`src/verilog/frame_cfg_regs.svh`:
```
// Purpose: Register map, field positions, reset values and duty codes of the frame config block
// Assumes: Register index times four gives the AXI4-Lite byte address
// Notes: Duty codes are in steps of 0.125 percent (800 equals 100 percent)
// Operation
// Turn angle is the zero cross angle plus the 11-bit offset.
// Fault enable 0 ignores the fault; 1 reports it when both report bits set.
// Overflow 72.5, temperature 66.875, field high 61.25 percent duty.
// Saturation 55.625, soft memory error 50, field low 44.375 percent duty.
// Undervoltage 38.75, averaging 33.125, zero crossing 27.5 percent duty.
// PLL lock loss 21.875, self test 16.25, hard memory error 10.625 percent.
// Oscillator fault forces 5 percent duty when enabled and reporting is on.
// Slot counter wraps to 0 after the highest bus slot.
// Slot sync with marking resyncs from marks; without it stay off bus.
// Tick period is N clocks, at least two clocks.
// With slot marking, response delay after addressing follows own address.
// Mode 000 off, 001 streaming, 010 streaming with pause pulse.
// Mode 011 samples at status nibble end, 100 on trigger after width.
// Modes 101 addressed, 110 sequential bus, 111 long sequential bus.
// PWM select drives PWM and disables frames whatever the mode.
// With PWM and frames off, pin is SPI output unless Manchester active.
// Highest enabled active fault sets the reported duty.
// Mode and tick changes apply only at a frame boundary.
`ifndef FRAME_CFG_REGS_SVH
`define FRAME_CFG_REGS_SVH
`define IDX_PWM_FAULT_EN 8'h18
`define IDX_FRAME_CTL 8'h19
`define IDX_OUT_CTL 8'h30
`define IDX_STATUS 8'h31
`define PFE_RESET 24'h001FFF
`define FOC_RESET 26'h0000000
`define OUT_CTL_RESET 3'h0
`define FOC_MAXID 25:24
`define FOC_SS 23
`define FOC_TICK 22:16
`define FOC_SM 15
`define FOC_MODE 14:12
`define PFE_ZOFS 23:13
`define PFE_EN 12:0
`define OUT_PWM_SEL 0
`define OUT_REP_A 1
`define OUT_REP_B 2
`define TICK_MIN 7'h02
`define DUTY_TOV 10'h244
`define DUTY_TR 10'h217
`define DUTY_MSH 10'h1EA
`define DUTY_SAT 10'h1BD
`define DUTY_ESE 10'h190
`define DUTY_MSL 10'h163
`define DUTY_UV 10'h136
`define DUTY_AVG 10'h109
`define DUTY_ZIE 10'h0DC
`define DUTY_PLK 10'h0AF
`define DUTY_STF 10'h082
`define DUTY_EUE 10'h055
`define DUTY_OFE 10'h028
`define RESP_OKAY 2'h0
`define RESP_SLVERR 2'h2
`endif

```
`src/verilog/frame_cfg_pkg.sv`:
```
// Purpose: Types shared by the frame config block
// Assumes: Constants come from frame_cfg_regs.svh
// Notes: Mode codes follow the frame_output_control mode field
package frame_cfg_pkg;
  typedef enum logic [2:0] {
    MODE_OFF, MODE_STREAM, MODE_STREAM_PAUSE, MODE_TRIG_SCN,
    MODE_TRIG_EDGE, MODE_ADDRESSED, MODE_SEQ_BUS, MODE_SEQ_LONG
  } frame_mode_t;
  typedef enum {RSP_IDLE, RSP_DELAY} rsp_state_t;
endpackage : frame_cfg_pkg

```
`src/verilog/output_fault_and_frame_config.sv`:
```
// Purpose: Output fault reporting and frame control registers with their behaviour
// Assumes: AXI4-Lite slave on clk; fault, angle and frame engine inputs are on clk
// Notes: Only the trigger pin and the reset release cross in from outside and are synchronised
//
// The AXI4-Lite slave port is this design's own decision.
`timescale 1ns/100ps
`include "frame_cfg_regs.svh"
module output_fault_and_frame_config #(
  parameter int TRIG_MIN_CYCLES = 16,
  parameter int SLOT_MARK_TICKS = 8
) (
  input wire logic clk,
  input wire logic reset_n,
  input wire logic [7:0] s_axi_awaddr,
  input wire logic s_axi_awvalid,
  output logic s_axi_awready,
  input wire logic [31:0] s_axi_wdata,
  input wire logic [3:0] s_axi_wstrb,
  input wire logic s_axi_wvalid,
  output logic s_axi_wready,
  output logic [1:0] s_axi_bresp,
  output logic s_axi_bvalid,
  input wire logic s_axi_bready,
  input wire logic [7:0] s_axi_araddr,
  input wire logic s_axi_arvalid,
  output logic s_axi_arready,
  output logic [31:0] s_axi_rdata,
  output logic [1:0] s_axi_rresp,
  output logic s_axi_rvalid,
  input wire logic s_axi_rready,
  input wire logic [12:0] fault_active,
  input wire logic [10:0] zero_cross_angle,
  input wire logic frame_boundary,
  input wire logic scn_end,
  input wire logic trigger_pin,
  input wire logic addr_pulse,
  input wire logic mark_seen,
  input wire logic [1:0] mark_slot,
  input wire logic [1:0] bus_address,
  input wire logic manchester_active,
  output logic [10:0] turn_angle,
  output logic pwm_fault_force,
  output logic [9:0] pwm_fault_duty,
  output logic pwm_drive,
  output logic sent_enable,
  output logic spi_miso_select,
  output logic pause_enable,
  output logic [2:0] active_mode,
  output logic tick_en,
  output logic sample_pulse,
  output logic respond_pulse,
  output logic [1:0] slot_count,
  output logic on_bus
);
  generate
    if (TRIG_MIN_CYCLES < 1 || TRIG_MIN_CYCLES > 255 || SLOT_MARK_TICKS < 1
        || SLOT_MARK_TICKS > 255) begin : g_bad
      $error("parameter out of range");
    end
  endgenerate

  typedef struct packed {
    logic [7:0] aw_addr;
    logic aw_got;
    logic [31:0] w_data;
    logic [3:0] w_strb;
    logic w_got;
    logic bvalid;
    logic [1:0] bresp;
    logic rvalid;
    logic [1:0] rresp;
    logic [31:0] rdata;
    logic [25:0] foc;
    logic [23:0] pfe;
    logic [2:0] out_ctl;
    logic [2:0] act_mode;
    logic [6:0] act_tick;
    logic [6:0] tick_cnt;
    logic tick_en;
    logic [10:0] angle;
    logic force_duty;
    logic [9:0] duty;
    logic [1:0] slot;
    logic synced;
    frame_cfg_pkg::rsp_state_t rsp_state;
    logic [9:0] rsp_cnt;
    logic respond;
    logic trig_s1;
    logic trig_s2;
    logic [7:0] trig_low;
    logic sample;
  } state_t;

  state_t st_reg;
  state_t st_next;
  logic rst_s1;
  logic rst_n_s;
  logic [12:0] en_faults;
  logic seq_mode;
  logic [6:0] tick_eff;

  // Reset released through two flops so every state flop leaves reset together
  always_ff @(posedge clk or negedge reset_n) begin
    if (!reset_n) begin
      rst_s1 <= 1'b0;
      rst_n_s <= 1'b0;
    end else begin
      rst_s1 <= 1'b1;
      rst_n_s <= rst_s1;
    end
  end

  // Merge write data into a register under the byte strobes
  function automatic logic [31:0] merge(input logic [31:0] old, input logic [31:0] wd,
                                        input logic [3:0] strb);
    logic [31:0] res;
    res = old;
    for (int i = 0; i < 4; i++) begin
      if (strb[i]) res[i*8 +: 8] = wd[i*8 +: 8];
    end
    return res;
  endfunction : merge

  // Byte address of a register index
  function automatic logic [7:0] byte_addr(input logic [7:0] idx);
    return {idx[5:0], 2'b00};
  endfunction : byte_addr

  // Duty code of the highest enabled active fault; higher bit wins
  function automatic logic [10:0] pick_duty(input logic [12:0] act);
    logic [10:0] res;
    res = 11'h000;
    if (act[0]) res = {1'b1, `DUTY_OFE};
    if (act[1]) res = {1'b1, `DUTY_EUE};
    if (act[2]) res = {1'b1, `DUTY_STF};
    if (act[3]) res = {1'b1, `DUTY_PLK};
    if (act[4]) res = {1'b1, `DUTY_ZIE};
    if (act[5]) res = {1'b1, `DUTY_AVG};
    if (act[6]) res = {1'b1, `DUTY_UV};
    if (act[7]) res = {1'b1, `DUTY_MSL};
    if (act[8]) res = {1'b1, `DUTY_ESE};
    if (act[9]) res = {1'b1, `DUTY_SAT};
    if (act[10]) res = {1'b1, `DUTY_MSH};
    if (act[11]) res = {1'b1, `DUTY_TR};
    if (act[12]) res = {1'b1, `DUTY_TOV};
    return res;
  endfunction : pick_duty

  // Faults reach the output only when both report bits are set
  assign en_faults = (st_reg.out_ctl[`OUT_REP_A] && st_reg.out_ctl[`OUT_REP_B]) ?
                     (fault_active & st_reg.pfe[`PFE_EN]) : 13'h0000;
  assign seq_mode = st_reg.act_mode == 3'(frame_cfg_pkg::MODE_SEQ_BUS) ||
                    st_reg.act_mode == 3'(frame_cfg_pkg::MODE_SEQ_LONG);
  assign tick_eff = (st_reg.act_tick < `TICK_MIN) ? `TICK_MIN : st_reg.act_tick;

  // Next state of bus slave, configuration and frame control
  always_comb begin
    logic [10:0] dsel;
    logic [31:0] wr;
    dsel = pick_duty(en_faults);
    wr = 32'h00000000;
    st_next = st_reg;
    st_next.tick_en = 1'b0;
    st_next.respond = 1'b0;
    st_next.sample = 1'b0;
    // Write channel: address and data taken in either order
    if (s_axi_awvalid && s_axi_awready) begin
      st_next.aw_addr = s_axi_awaddr;
      st_next.aw_got = 1'b1;
    end
    if (s_axi_wvalid && s_axi_wready) begin
      st_next.w_data = s_axi_wdata;
      st_next.w_strb = s_axi_wstrb;
      st_next.w_got = 1'b1;
    end
    if (st_reg.aw_got && st_reg.w_got) begin
      st_next.aw_got = 1'b0;
      st_next.w_got = 1'b0;
      st_next.bvalid = 1'b1;
      st_next.bresp = `RESP_OKAY;
      if (st_reg.aw_addr == byte_addr(`IDX_PWM_FAULT_EN)) begin
        wr = merge({8'h00, st_reg.pfe}, st_reg.w_data, st_reg.w_strb);
        st_next.pfe = wr[23:0];
      end else if (st_reg.aw_addr == byte_addr(`IDX_FRAME_CTL)) begin
        wr = merge({6'h00, st_reg.foc}, st_reg.w_data, st_reg.w_strb);
        st_next.foc = wr[25:0];
      end else if (st_reg.aw_addr == byte_addr(`IDX_OUT_CTL)) begin
        wr = merge({29'h00000000, st_reg.out_ctl}, st_reg.w_data, st_reg.w_strb);
        st_next.out_ctl = wr[2:0];
      end else if (st_reg.aw_addr != byte_addr(`IDX_STATUS)) begin
        st_next.bresp = `RESP_SLVERR;
      end
    end
    if (st_reg.bvalid && s_axi_bready) st_next.bvalid = 1'b0;
    // Read channel: one cycle from address to data
    if (s_axi_arvalid && s_axi_arready) begin
      st_next.rvalid = 1'b1;
      st_next.rresp = `RESP_OKAY;
      if (s_axi_araddr == byte_addr(`IDX_PWM_FAULT_EN)) st_next.rdata = {8'h00, st_reg.pfe};
      else if (s_axi_araddr == byte_addr(`IDX_FRAME_CTL)) st_next.rdata = {6'h00, st_reg.foc};
      else if (s_axi_araddr == byte_addr(`IDX_OUT_CTL)) begin
        st_next.rdata = {29'h00000000, st_reg.out_ctl};
      end else if (s_axi_araddr == byte_addr(`IDX_STATUS)) begin
        st_next.rdata = {8'h00, st_reg.synced, st_reg.slot, st_reg.act_tick,
                         st_reg.act_mode, st_reg.force_duty, st_reg.duty};
      end else begin
        st_next.rdata = 32'h00000000;
        st_next.rresp = `RESP_SLVERR;
      end
    end
    if (st_reg.rvalid && s_axi_rready) st_next.rvalid = 1'b0;
    // Offset added ahead of turns counting to move the turn boundary
    st_next.angle = zero_cross_angle + st_reg.pfe[`PFE_ZOFS];
    // Fault duty held while the fault stays active
    st_next.force_duty = dsel[10];
    st_next.duty = dsel[9:0];
    // Mode and tick adopted only between frames, so no frame is cut short
    if (frame_boundary || st_reg.act_mode == 3'(frame_cfg_pkg::MODE_OFF)) begin
      st_next.act_mode = st_reg.foc[`FOC_MODE];
      st_next.act_tick = st_reg.foc[`FOC_TICK];
    end
    // Tick keeps its pace across a boundary, so no tick is stretched; idle while off
    if (st_reg.act_mode == 3'(frame_cfg_pkg::MODE_OFF)) begin
      st_next.tick_cnt = 7'h00;
    end else if (st_reg.tick_cnt >= tick_eff - 7'h01) begin
      st_next.tick_cnt = 7'h00;
      st_next.tick_en = 1'b1;
    end else begin
      st_next.tick_cnt = st_reg.tick_cnt + 7'h01;
    end
    // Trigger pin passes two flops before the width counter sees it
    st_next.trig_s1 = trigger_pin;
    st_next.trig_s2 = st_reg.trig_s1;
    if (st_reg.trig_s2) st_next.trig_low = 8'h00;
    else if (st_reg.trig_low != 8'hFF) st_next.trig_low = st_reg.trig_low + 8'h01;
    if (st_reg.act_mode == 3'(frame_cfg_pkg::MODE_TRIG_SCN)) begin
      st_next.sample = scn_end;
    end else if (st_reg.act_mode == 3'(frame_cfg_pkg::MODE_TRIG_EDGE)) begin
      st_next.sample = !st_reg.trig_s2 && st_reg.trig_low == 8'(TRIG_MIN_CYCLES - 1);
    end
    // Slot sync from marks; without it the device never rejoins the bus
    if (seq_mode && st_reg.foc[`FOC_SS] && st_reg.foc[`FOC_SM] && mark_seen) begin
      st_next.slot = mark_slot;
      st_next.synced = 1'b1;
    end else if (seq_mode && addr_pulse) begin
      st_next.slot = (st_reg.slot >= st_reg.foc[`FOC_MAXID]) ? 2'h0 : st_reg.slot + 2'h1;
    end
    // Response delay after addressing; a later address pulse is ignored until done
    case (st_reg.rsp_state)
      frame_cfg_pkg::RSP_IDLE: begin
        if (seq_mode && addr_pulse && st_reg.synced && st_reg.slot == bus_address) begin
          if (st_reg.foc[`FOC_SM]) begin
            st_next.rsp_cnt = 10'((32'(bus_address) + 1) * SLOT_MARK_TICKS);
            st_next.rsp_state = frame_cfg_pkg::RSP_DELAY;
          end else begin
            st_next.respond = 1'b1;
          end
        end
      end
      frame_cfg_pkg::RSP_DELAY: begin
        if (st_reg.tick_en) st_next.rsp_cnt = st_reg.rsp_cnt - 10'h001;
        if (st_reg.rsp_cnt == 10'h000) begin
          st_next.respond = 1'b1;
          st_next.rsp_state = frame_cfg_pkg::RSP_IDLE;
        end
      end
      default: st_next.rsp_state = frame_cfg_pkg::RSP_IDLE;
    endcase
  end

  // All block state in one register
  always_ff @(posedge clk or negedge rst_n_s) begin
    if (!rst_n_s) begin
      st_reg <= '0;
      st_reg.pfe <= `PFE_RESET;
      st_reg.foc <= `FOC_RESET;
      st_reg.out_ctl <= `OUT_CTL_RESET;
      st_reg.trig_s1 <= 1'b1;
      st_reg.trig_s2 <= 1'b1;
      st_reg.rsp_state <= frame_cfg_pkg::RSP_IDLE;
    end else begin
      st_reg <= st_next;
    end
  end

  // Handshake outputs; one write and one read at a time
  assign s_axi_awready = !st_reg.aw_got && !st_reg.bvalid;
  assign s_axi_wready = !st_reg.w_got && !st_reg.bvalid;
  assign s_axi_arready = !st_reg.rvalid;
  assign s_axi_bvalid = st_reg.bvalid;
  assign s_axi_bresp = st_reg.bresp;
  assign s_axi_rvalid = st_reg.rvalid;
  assign s_axi_rresp = st_reg.rresp;
  assign s_axi_rdata = st_reg.rdata;
  // Output precedence: PWM first, then frames, then SPI unless Manchester owns the pin
  assign pwm_drive = st_reg.out_ctl[`OUT_PWM_SEL];
  assign sent_enable = !st_reg.out_ctl[`OUT_PWM_SEL] &&
                       st_reg.act_mode != 3'(frame_cfg_pkg::MODE_OFF);
  assign spi_miso_select = !pwm_drive && !sent_enable && !manchester_active;
  assign pause_enable = st_reg.act_mode == 3'(frame_cfg_pkg::MODE_STREAM_PAUSE);
  assign active_mode = st_reg.act_mode;
  assign turn_angle = st_reg.angle;
  assign pwm_fault_force = st_reg.force_duty;
  assign pwm_fault_duty = st_reg.duty;
  assign tick_en = st_reg.tick_en && sent_enable;
  assign sample_pulse = st_reg.sample;
  assign respond_pulse = st_reg.respond && sent_enable;
  assign slot_count = st_reg.slot;
  assign on_bus = st_reg.synced;

  angle_offset_a: assert property (@(posedge clk) disable iff (!rst_n_s)
    turn_angle == 11'($past(zero_cross_angle) + $past(st_reg.pfe[`PFE_ZOFS])))
    else $error("turn angle offset wrong");
  fault_gate_a: assert property (@(posedge clk) disable iff (!rst_n_s)
    pwm_fault_force |-> $past(st_reg.out_ctl[`OUT_REP_A] && st_reg.out_ctl[`OUT_REP_B]))
    else $error("fault reported with reporting off");
  top_fault_a: assert property (@(posedge clk) disable iff (!rst_n_s)
    $past(en_faults[12]) |-> pwm_fault_duty == `DUTY_TOV)
    else $error("overflow duty wrong");
  osc_only_a: assert property (@(posedge clk) disable iff (!rst_n_s)
    $past(en_faults == 13'h0001) |-> pwm_fault_force && pwm_fault_duty == `DUTY_OFE)
    else $error("oscillator duty wrong");
  slot_wrap_a: assert property (@(posedge clk) disable iff (!rst_n_s)
    (seq_mode && addr_pulse && !mark_seen) |=> slot_count <= $past(st_reg.foc[`FOC_MAXID]))
    else $error("slot counter beyond highest slot");
  tick_min_a: assert property (@(posedge clk) disable iff (!rst_n_s)
    st_reg.tick_en |=> !st_reg.tick_en)
    else $error("tick shorter than two clocks");
  mode_hold_a: assert property (@(posedge clk) disable iff (!rst_n_s)
    ($changed(active_mode) && $past(active_mode) != 3'h0) |-> $past(frame_boundary))
    else $error("mode changed inside a frame");
  pwm_prec_a: assert property (@(posedge clk) disable iff (!rst_n_s)
    pwm_drive |-> !sent_enable && !spi_miso_select)
    else $error("frames or SPI active under PWM");
endmodule : output_fault_and_frame_config

```
`config.mk`:
```
export PLATFORM = sky130hd
export DESIGN_NAME = output_fault_and_frame_config
export DESIGN_NICKNAME = d
export VERILOG_FILES = /design/src/verilog/frame_cfg_pkg.sv /design/src/verilog/output_fault_and_frame_config.sv
export VERILOG_INCLUDE_DIRS = /design/src /design/src/verilog
export SDC_FILE = /design/constraint.sdc
export NUM_CORES = 1
export LEC_CHECK = 0
export ABC_AREA = 1
export BUFFER_PORTS_ARGS = -buffer_cell sky130_fd_sc_hd__buf_2
export CAP_MARGIN = 20
export CORE_MARGIN = 3
export CORE_UTILIZATION = 40
export CTS_CLUSTER_DIAMETER = 60
export CTS_CLUSTER_SIZE = 40
export DETAILED_ROUTE_END_ITERATION = 10
export GPL_ROUTABILITY_DRIVEN = 0
export MAX_ROUTING_LAYER = met4
export PLACE_DENSITY = 0.6
export SYNTH_ARGS = -nofsm -noshare
export SYNTH_HDL_FRONTEND = slang
export SYNTH_SLANG_ARGS = --single-unit
```
`constraint.sdc`:
```
create_clock -name clk -period 6.67 [get_ports clk]
set_input_delay 1.334 -clock clk [delete_from_list [all_inputs] [get_ports clk]]
set_output_delay 1.334 -clock clk [all_outputs]
set_load 0.02 [all_outputs]
```
======== Word-level counts from Yosys, hierarchy flattened ========
Cells that the tools add are included.
storage, ports and cells
  output and inout bits ................... 76
  logic and storage cells ................. 175
  memories kept ........................... 0
  bits in read-only memories .............. 0
  latch bits .............................. 0
  register bits after elaboration ......... 230
  input port bits ......................... 93
  RAM bits ................................ 0
operators by class
  equality and inequality tests ........... 21
  muxes and demuxes ....................... 53
  bitwise logic cells ..................... 3
  divide/modulo/power cells ............... 0
  magnitude comparators ................... 3
  reductions and logical operators ........ 52
  $add $sub $neg .......................... 7
  shift-type cells ........................ 0
  multipliers ............................. 0
operators with widths
  operator                                        count
  2-to-1 mux 11 bit                               13
  case mux 32 bit (2 select lines)                1
  2-to-1 mux 26 bit                               2
  2-to-1 mux 24 bit                               2
  2-to-1 mux 43 bit                               1
  2-to-1 mux 42 bit                               1
  2-to-1 mux 35 bit                               1
  == test 32 x 1 -> 1 bit, second input constant  1
  == test 8 x 7 -> 1 bit, second input constant   4
  zero test 32 bit                                1
  2-to-1 mux 32 bit                               1
  == test 8 bit, second input constant            3
  2-to-1 mux 2 bit                                11
  case mux 11 bit (2 select lines)                1
  logical AND 1 bit                               21
  2-to-1 mux 7 bit                                3
  AND reduction 4 bit                             5
  2-to-1 mux 8 bit                                2
  != test 8 bit, second input constant            2
  nonzero test 2 bit                              7
  bitwise AND 13 bit                              1
  2-to-1 mux 13 bit                               1
  AND reduction 3 bit                             4
  adder 11 bit                                    1
  24 further kinds                                49

======== Longest topological paths before layout ========
Gate-level depths: netlist (run 1).
  depth in word-level cells ............... 15
  mapped depth ............................ 14
  mapped depth without buffers ............ 14

======== Least setup slack after synthesis (run 1) ========
Ideal clock, no wire load.
  kind .................................... input -> output
  from .................................... in manchester_active
  to ...................................... out spi_miso_select
  cell stages on the path ................. 1
  arrival ................................. 1.819 ns
  buffers on the path ..................... 0
  setup slack ............................. 3.517 ns
  cells stage by stage .................... nor3_1
on the way
  longest elaborated chain between the ends .. 2
RTL lines
  item                RTL line                              RTL
  start: declaration  output_fault_and_frame_config.sv:40   input wire logic manchester_active,
  zero test 1 bit     output_fault_and_frame_config.sv:299  assign spi_miso_select = !pwm_drive && !sent_enable && !manchester_active;
  logical AND 1 bit   output_fault_and_frame_config.sv:299
  end: declaration    output_fault_and_frame_config.sv:46   output logic spi_miso_select,
Every way passes these cells.

======== Worst setup path in the final report (run 1) ========
Same ends and word-level chain as after synthesis.

==> flow_summary.toml, run 1 <==
[run_status]
outcome = "finished clean"

[critical_path]
cp-end-kind = "primary output"
cp_data_required_time_ps = 5340
crit_path_cell_trace = "buf_2 -> nor3_1 -> buf_2"
crit_type = "in -> out"
cp_slowest_cell = "buf_2"
start_kind = "input pin"
crit_top_cell = "buf_2"
critPathTopFamily = "buffers and inverters"
cp_num_buf_inv = 2
critPathArrivalTime_ps = 1770
slowest_delay_ps = 190
path_max_fanout = 1

[routing]
drt-total-wl_um = 23100
dr.first_iter.drc_count = 524
vias = 7406
drcViolationCount = 0
ant_nets = 0
drt-wirelength-per-cell_um = 14.9
drt-pass1-iter-count = 5
routed_via_density = 4.77

[synth]
ys_ff_latch = 191
synthFlopType = "dfrtp_1"
yosys_warnings = 0
synth_cells = 1122
synth.yosys.seq_area_share = 0.498
syn_area_um2 = 9630
async_flop_share = 1.00
yosysUniqueCellTypes = 54
syn_avg_cell_area_um2 = 8.58
synth_edf_count = 0

[floorplan]
fp.dieW_um = 161
start_util = 0.409
rows = 56
core-area_um2 = 23500
io_pins = 169
die-area_um2 = 26000
die_h_um = 161

[power_and_ir_drop]
ir_worst_vdd_mv = 0.186
finalPower_mw = 3.33
p_leak_nw = 5.98
p_per_area_nw_per_um2 = 306

[cts]
postCtsHoldBufs = 0
clk_pin_slew_worst_paths_ps = 80
clk-insertion-delay-late_ps = 430
cts_resized = 0
numCtsBuffers = 17
clock_sinks = 191
htree_levels = 4
post_cts_buffers = 0
clk_path_buf_depth = 2
cts-root-buf = "clkbuf_16"
cts_tree = "done"

[finish]
syn_to_final_growth_pct = 13.0
final_common_cell = "nand2_1"
fin_nets = 1337
largest_register_ffs = 128
drive_gt1_frac = 0.193
final_cell_mix = "nand2_1, dfrtp_1, buf_2"

[timing]
worstMarginPinSlew_ps = 849
period_minus_slack_ps = 3100
fin_crit_sh = 0.465
rsz0062_at_grt = "false"
relSlewSlack = 0.433
fmax_mhz = 322
setup_tns_ps = 0
maxSlewViolCount = 0
hold_viol = 0
fin_worst_skew_ps = 9.73
finalSetupViolations = 0

[grt]
grt_overflow = 0
grt_pass1_wl_um = 37700
grt_max_degree = 67
grt_antenna_before_repair = 2
grt_pass1_vias = 7204
gr-usage-all-layers = 0.188

[job]
cap_violations = 0

[place]
io_buffers = 154
hpwl_um = 17300

[hold_path]
hp-class = "reg -> reg"
[report_power, final]
part,internal [mW],switching (mW),total [mW]
Combinational,0.279,0.506,0.785
Sequential,1.37,0.128,1.50
Clock,0.549,0.505,1.05
Total,2.19,1.14,3.33
[per-stage QoR]
step | setup WS, ps | utilization | hold WS, ps | cell area [um^2] | instances
6_report | 3570 | 0.462 | 352 | 10900 | 1553
3_3_place_gp | 3440 | 0.435 | 334 | 10200 | 1517
3_5_place_dp | 3440 | 0.435 | 335 | 10200 | 1517
4_1_cts | 3560 | 0.461 | 354 | 10800 | 1549
5_1_grt | 3420 | 0.462 | 362 | 10900 | 1553
2_1_floorplan | 980 | - | 331 | 9650 | 1129
[per-layer routing]
layer,vias up,GRT usage,share of wire
met5,-,-,0
met4,0,0.0434,0.011
met3,17,0.0395,0.055
met2,185,0.291,0.46
met1,3453,0.256,0.47
li1,3751,-,-
[worst register-to-register path, stage by stage, from the launching register on]
cell,delay (ps)
dfrtp_1,440
nor2_1,120
nand4_1,130
nand2_1,120
ha_1,180
nand2_1,90
nor3_1,190
xor2_1,170
ha_1,280
a21oi_1,140
o21a_1,150
nand4_1,290
nor3b_1,280
[cell families after synthesis]
| kind of cell | Yosys count | share of synthesized area |
|---|---|---|
| multiplexers | 28 | 0.0298 |
| flip-flops | 191 | 0.498 |
| AND/OR/NAND/NOR | 464 | 0.210 |
| buffers and inverters | 228 | 0.120 |
| adder cells (fa/ha/maj) | 25 | 0.0333 |
| other | 2 | 0.000780 |
| XOR/XNOR | 17 | 0.0155 |
| AO/OA/AOI/OAI | 167 | 0.0927 |
[synth_stat cells (3+ instances only)]
master	instances	area, um^2
nand2_1	260	976
dfrtp_1	176	4400
inv_1	134	503
nor2_1	83	312
o21ai_0	72	360
buf_4	69	518
nand3_1	68	340
a21oi_1	52	260
ha_1	24	300
mux2i_1	23	230
o21ai_1	17	85.1
dfstp_2	15	394
nand4_1	13	81.3
xor2_1	13	114
a31oi_1	10	62.6
nor3_1	10	50.1
buf_2	9	45.0
clkbuf_1	9	33.8
nand2_2	7	43.8
mux2_2	4	45.0
xnor2_1	4	35.0
inv_2	3	11.3
nor3b_1	3	22.5
[final timing paths]
kind,startpoint,endpoint,slack (ps),cells after the start
min,rst_s1,rst_n_s,350,0
max reg2reg,st_reg[92],st_reg[83],3980,12
min in group asynchronous,rst_n_s,sample_pulse,420,0
max,manchester_active,spi_miso_select,3570,3
max in group asynchronous,rst_n_s,s_axi_rdata[10],4890,1
min reg2reg,rst_s1,rst_n_s,350,0
[area by class of cell]
class	instances	area (um^2)
sequential	191	4800
clock inverter	14	169
fill	2371	12700
timing repair buffer	161	843
antenna	2	5.00
clock buffer	18	439
inverter	138	519
multi-input combinational	710	3700
tap	319	399
(Power assumes the default switching activity.)
==> inputs of run 2 (changes only) <==
Settings changed: ABC_AREA 1 to 0, PLACE_DENSITY 0.6 to 0.63.
Clock period 6.67 ns to 2.52 ns, I/O delays scaled along.
==> flow_summary.toml, run 2 <==
[timing]
fmax_mhz = 347
hold_viol = 0
maxSlewViolCount = 0
rsz0062_at_grt = "true"
worstMarginPinSlew_ps = 594
fin_worst_skew_ps = 12.3
setup_ws_ps = -363
fin_crit_sh = 1.14
period_minus_slack_ps = 2880
finalSetupViolations = 8
relSlewSlack = 0.604

[cts]
clk-insertion-delay-late_ps = 430
clk_path_buf_depth = 2
clock_sinks = 191
clk_pin_slew_worst_paths_ps = 80
numCtsBuffers = 17
cts-root-buf = "clkbuf_16"
htree_levels = 4
cts_tree = "done"

[finish]
final_core_util = 0.476
drive_gt1_frac = 0.367
fin_nets = 1062
syn_to_final_growth_pct = 15.8
largest_register_ffs = 128
final_common_cell = "dfrtp_1"
final_cell_mix = "dfrtp_1, buf_2, mux2_2"

[critical_path]
critPathArrivalTime_ps = 3250
cp_data_required_time_ps = 2880
cp-end-kind = "register"
r2r_slack_ps = -360
r2r-end = "st_reg[81]"
path_max_fanout = 3
cp-endpoint = "st_reg[81]"
startpoint = "st_reg[89]"
r2r_cells = 14
reg2reg_from = "st_reg[89]"
crit_type = "reg -> reg"
start_kind = "register"

[grt]
grt_max_degree = 71
grt_antenna_before_repair = 2
grt_overflow = 0
gr-usage-all-layers = 0.186
grt_pass1_vias = 6657
grt_pass1_wl_um = 36500

[floorplan]
die_h_um = 159
rows = 55
die-area_um2 = 25400
core-area_um2 = 22800
fp.dieW_um = 159
start_util = 0.412
io_pins = 169

[synth]
yosys_warnings = 0
netlist.area_leader.share = 0.468
syn_area_um2 = 9400
synthFlopType = "dfrtp_1"
async_flop_share = 1.00
syn_avg_cell_area_um2 = 11.4
synth.area.top_cells = "dfrtp_1, mux2_2, buf_4, dfstp_2, ha_1"
synth_common_cells = "dfrtp_1, mux2_2, buf_4"
synth_edf_count = 0
synth_cells = 827
synth.largest_area_cell = "dfrtp_1"
ys_ff_latch = 191
yosysUniqueCellTypes = 66
synth.yosys.seq_area_share = 0.510
yosys.cell_count.top_type = "dfrtp_1"

[place]
hpwl_um = 16600
io_buffers = 154
preCtsSetupSlack_ps = -383

[routing]
drt-wirelength-per-cell_um = 17.8
drcViolationCount = 0
drt-pass1-iter-count = 5
vias = 6565
ant_nets = 0
routed_via_density = 5.16
drt-total-wl_um = 22700
dr.first_iter.drc_count = 458

[power_and_ir_drop]
p_sw_frac = 0.294
p_per_area_nw_per_um2 = 757
ir_worst_vdd_mv = 0.513
p_comb_frac = 0.192
intPower_mw = 5.82
p_leak_nw = 5.19
p_switching_mw = 2.42
seqPwrFrac = 0.482
power_frac_clock = 0.326

[run_status]
outcome = "complete, but fails checks"
violations = "setup timing"

[job]
cap_violations = 0

[hold_path]
hp-class = "in -> reg"
[run 2: cell families after synthesis]
group | synth area share
simple gates | 0.116
flops | 0.510
compound gates | 0.115
mux | 0.126
buf+inv | 0.0708
xor+xnor | 0.0270
fa+ha+maj | 0.0341
other cells | 0.000799
[run 2: cell type report]
class	count	area (um^2)
Timing Repair Buffer	180	1010
Multi-Input combinational cell	538	4040
Inverter	16	60.1
Antenna cell	2	5.00
Tap cell	313	392
Fill cell	2136	12000
Clock buffer	20	457
Sequential cell	191	4800
Clock inverter	12	126
[run 2: worst max-delay path, cell delays in order, from the launching register on]
cell,delay [ps]
dfrtp_1,380
or4_4,550
nor3_4,150
nand2b_4,170
ha_4,150
buf_4,100
inv_1,30
nor2_1,130
xnor2_1,130
ha_1,280
nand4_1,100
nor2_1,70
a221oi_2,290
buf_4,170
and3_1,130
[run 2: per-stage QoR]
stage	std cells	hold WS [ps]	area (um^2)	TNS, ps	total power [mW]
finish	1272	167	10900	-2670	8.24
global route	1272	139	10900	-3760	8.69
CTS	1269	147	10900	-2640	8.30
detailed placement	1234	222	10200	-2870	5.58
global placement	1234	220	10200	-2750	5.53
floorplan	834	208	9480	-2180	5.10
[run 2: worst min-delay path by stage]
stage           startpoint           to  slack, ps  depth (start not counted)
3_5_place_dp       rst_n_s  st_reg[213]        220                          0
3_3_place_gp       rst_n_s  st_reg[213]        220                          0
6_report       trigger_pin   st_next[9]        170                          1
4_1_cts        trigger_pin   st_next[9]        150                          1
2_1_floorplan      reset_n       rst_s1        210                          0
5_1_grt        trigger_pin   st_next[9]        140                          1
[run 2: what timing repair did]
item	4_1_cts	5_1_grt
gates resized for setup	1	3
setup buffers	2	1
hold buffers	1	0
gates cloned	0	0
setup endpoints to repair	10	10
pin swaps	5	2
endpoints found under the hold margin	2	0
[run 2: routing by layer]
layer | GRT usage | wire (um) | up-vias | share of wire
met5 | - | 0 | - | 0
li1 | - | - | 3126 | -
met1 | 0.254 | 10900 | 3235 | 0.48
met3 | 0.0442 | 1140 | 23 | 0.050
met2 | 0.282 | 10300 | 181 | 0.45
met4 | 0.0466 | 335 | 0 | 0.015
[run 2: power by group through the flow]
stage | Clock, mW | Combinational (mW) | Sequential (mW)
after floorplan | 0 | 1.18 | 3.92
after global placement | 0 | 1.52 | 4.02
after detailed placement | 0 | 1.55 | 4.03
after CTS | 2.76 | 1.58 | 3.97
after global routing | 2.89 | 1.75 | 4.05
final | 2.68 | 1.58 | 3.97
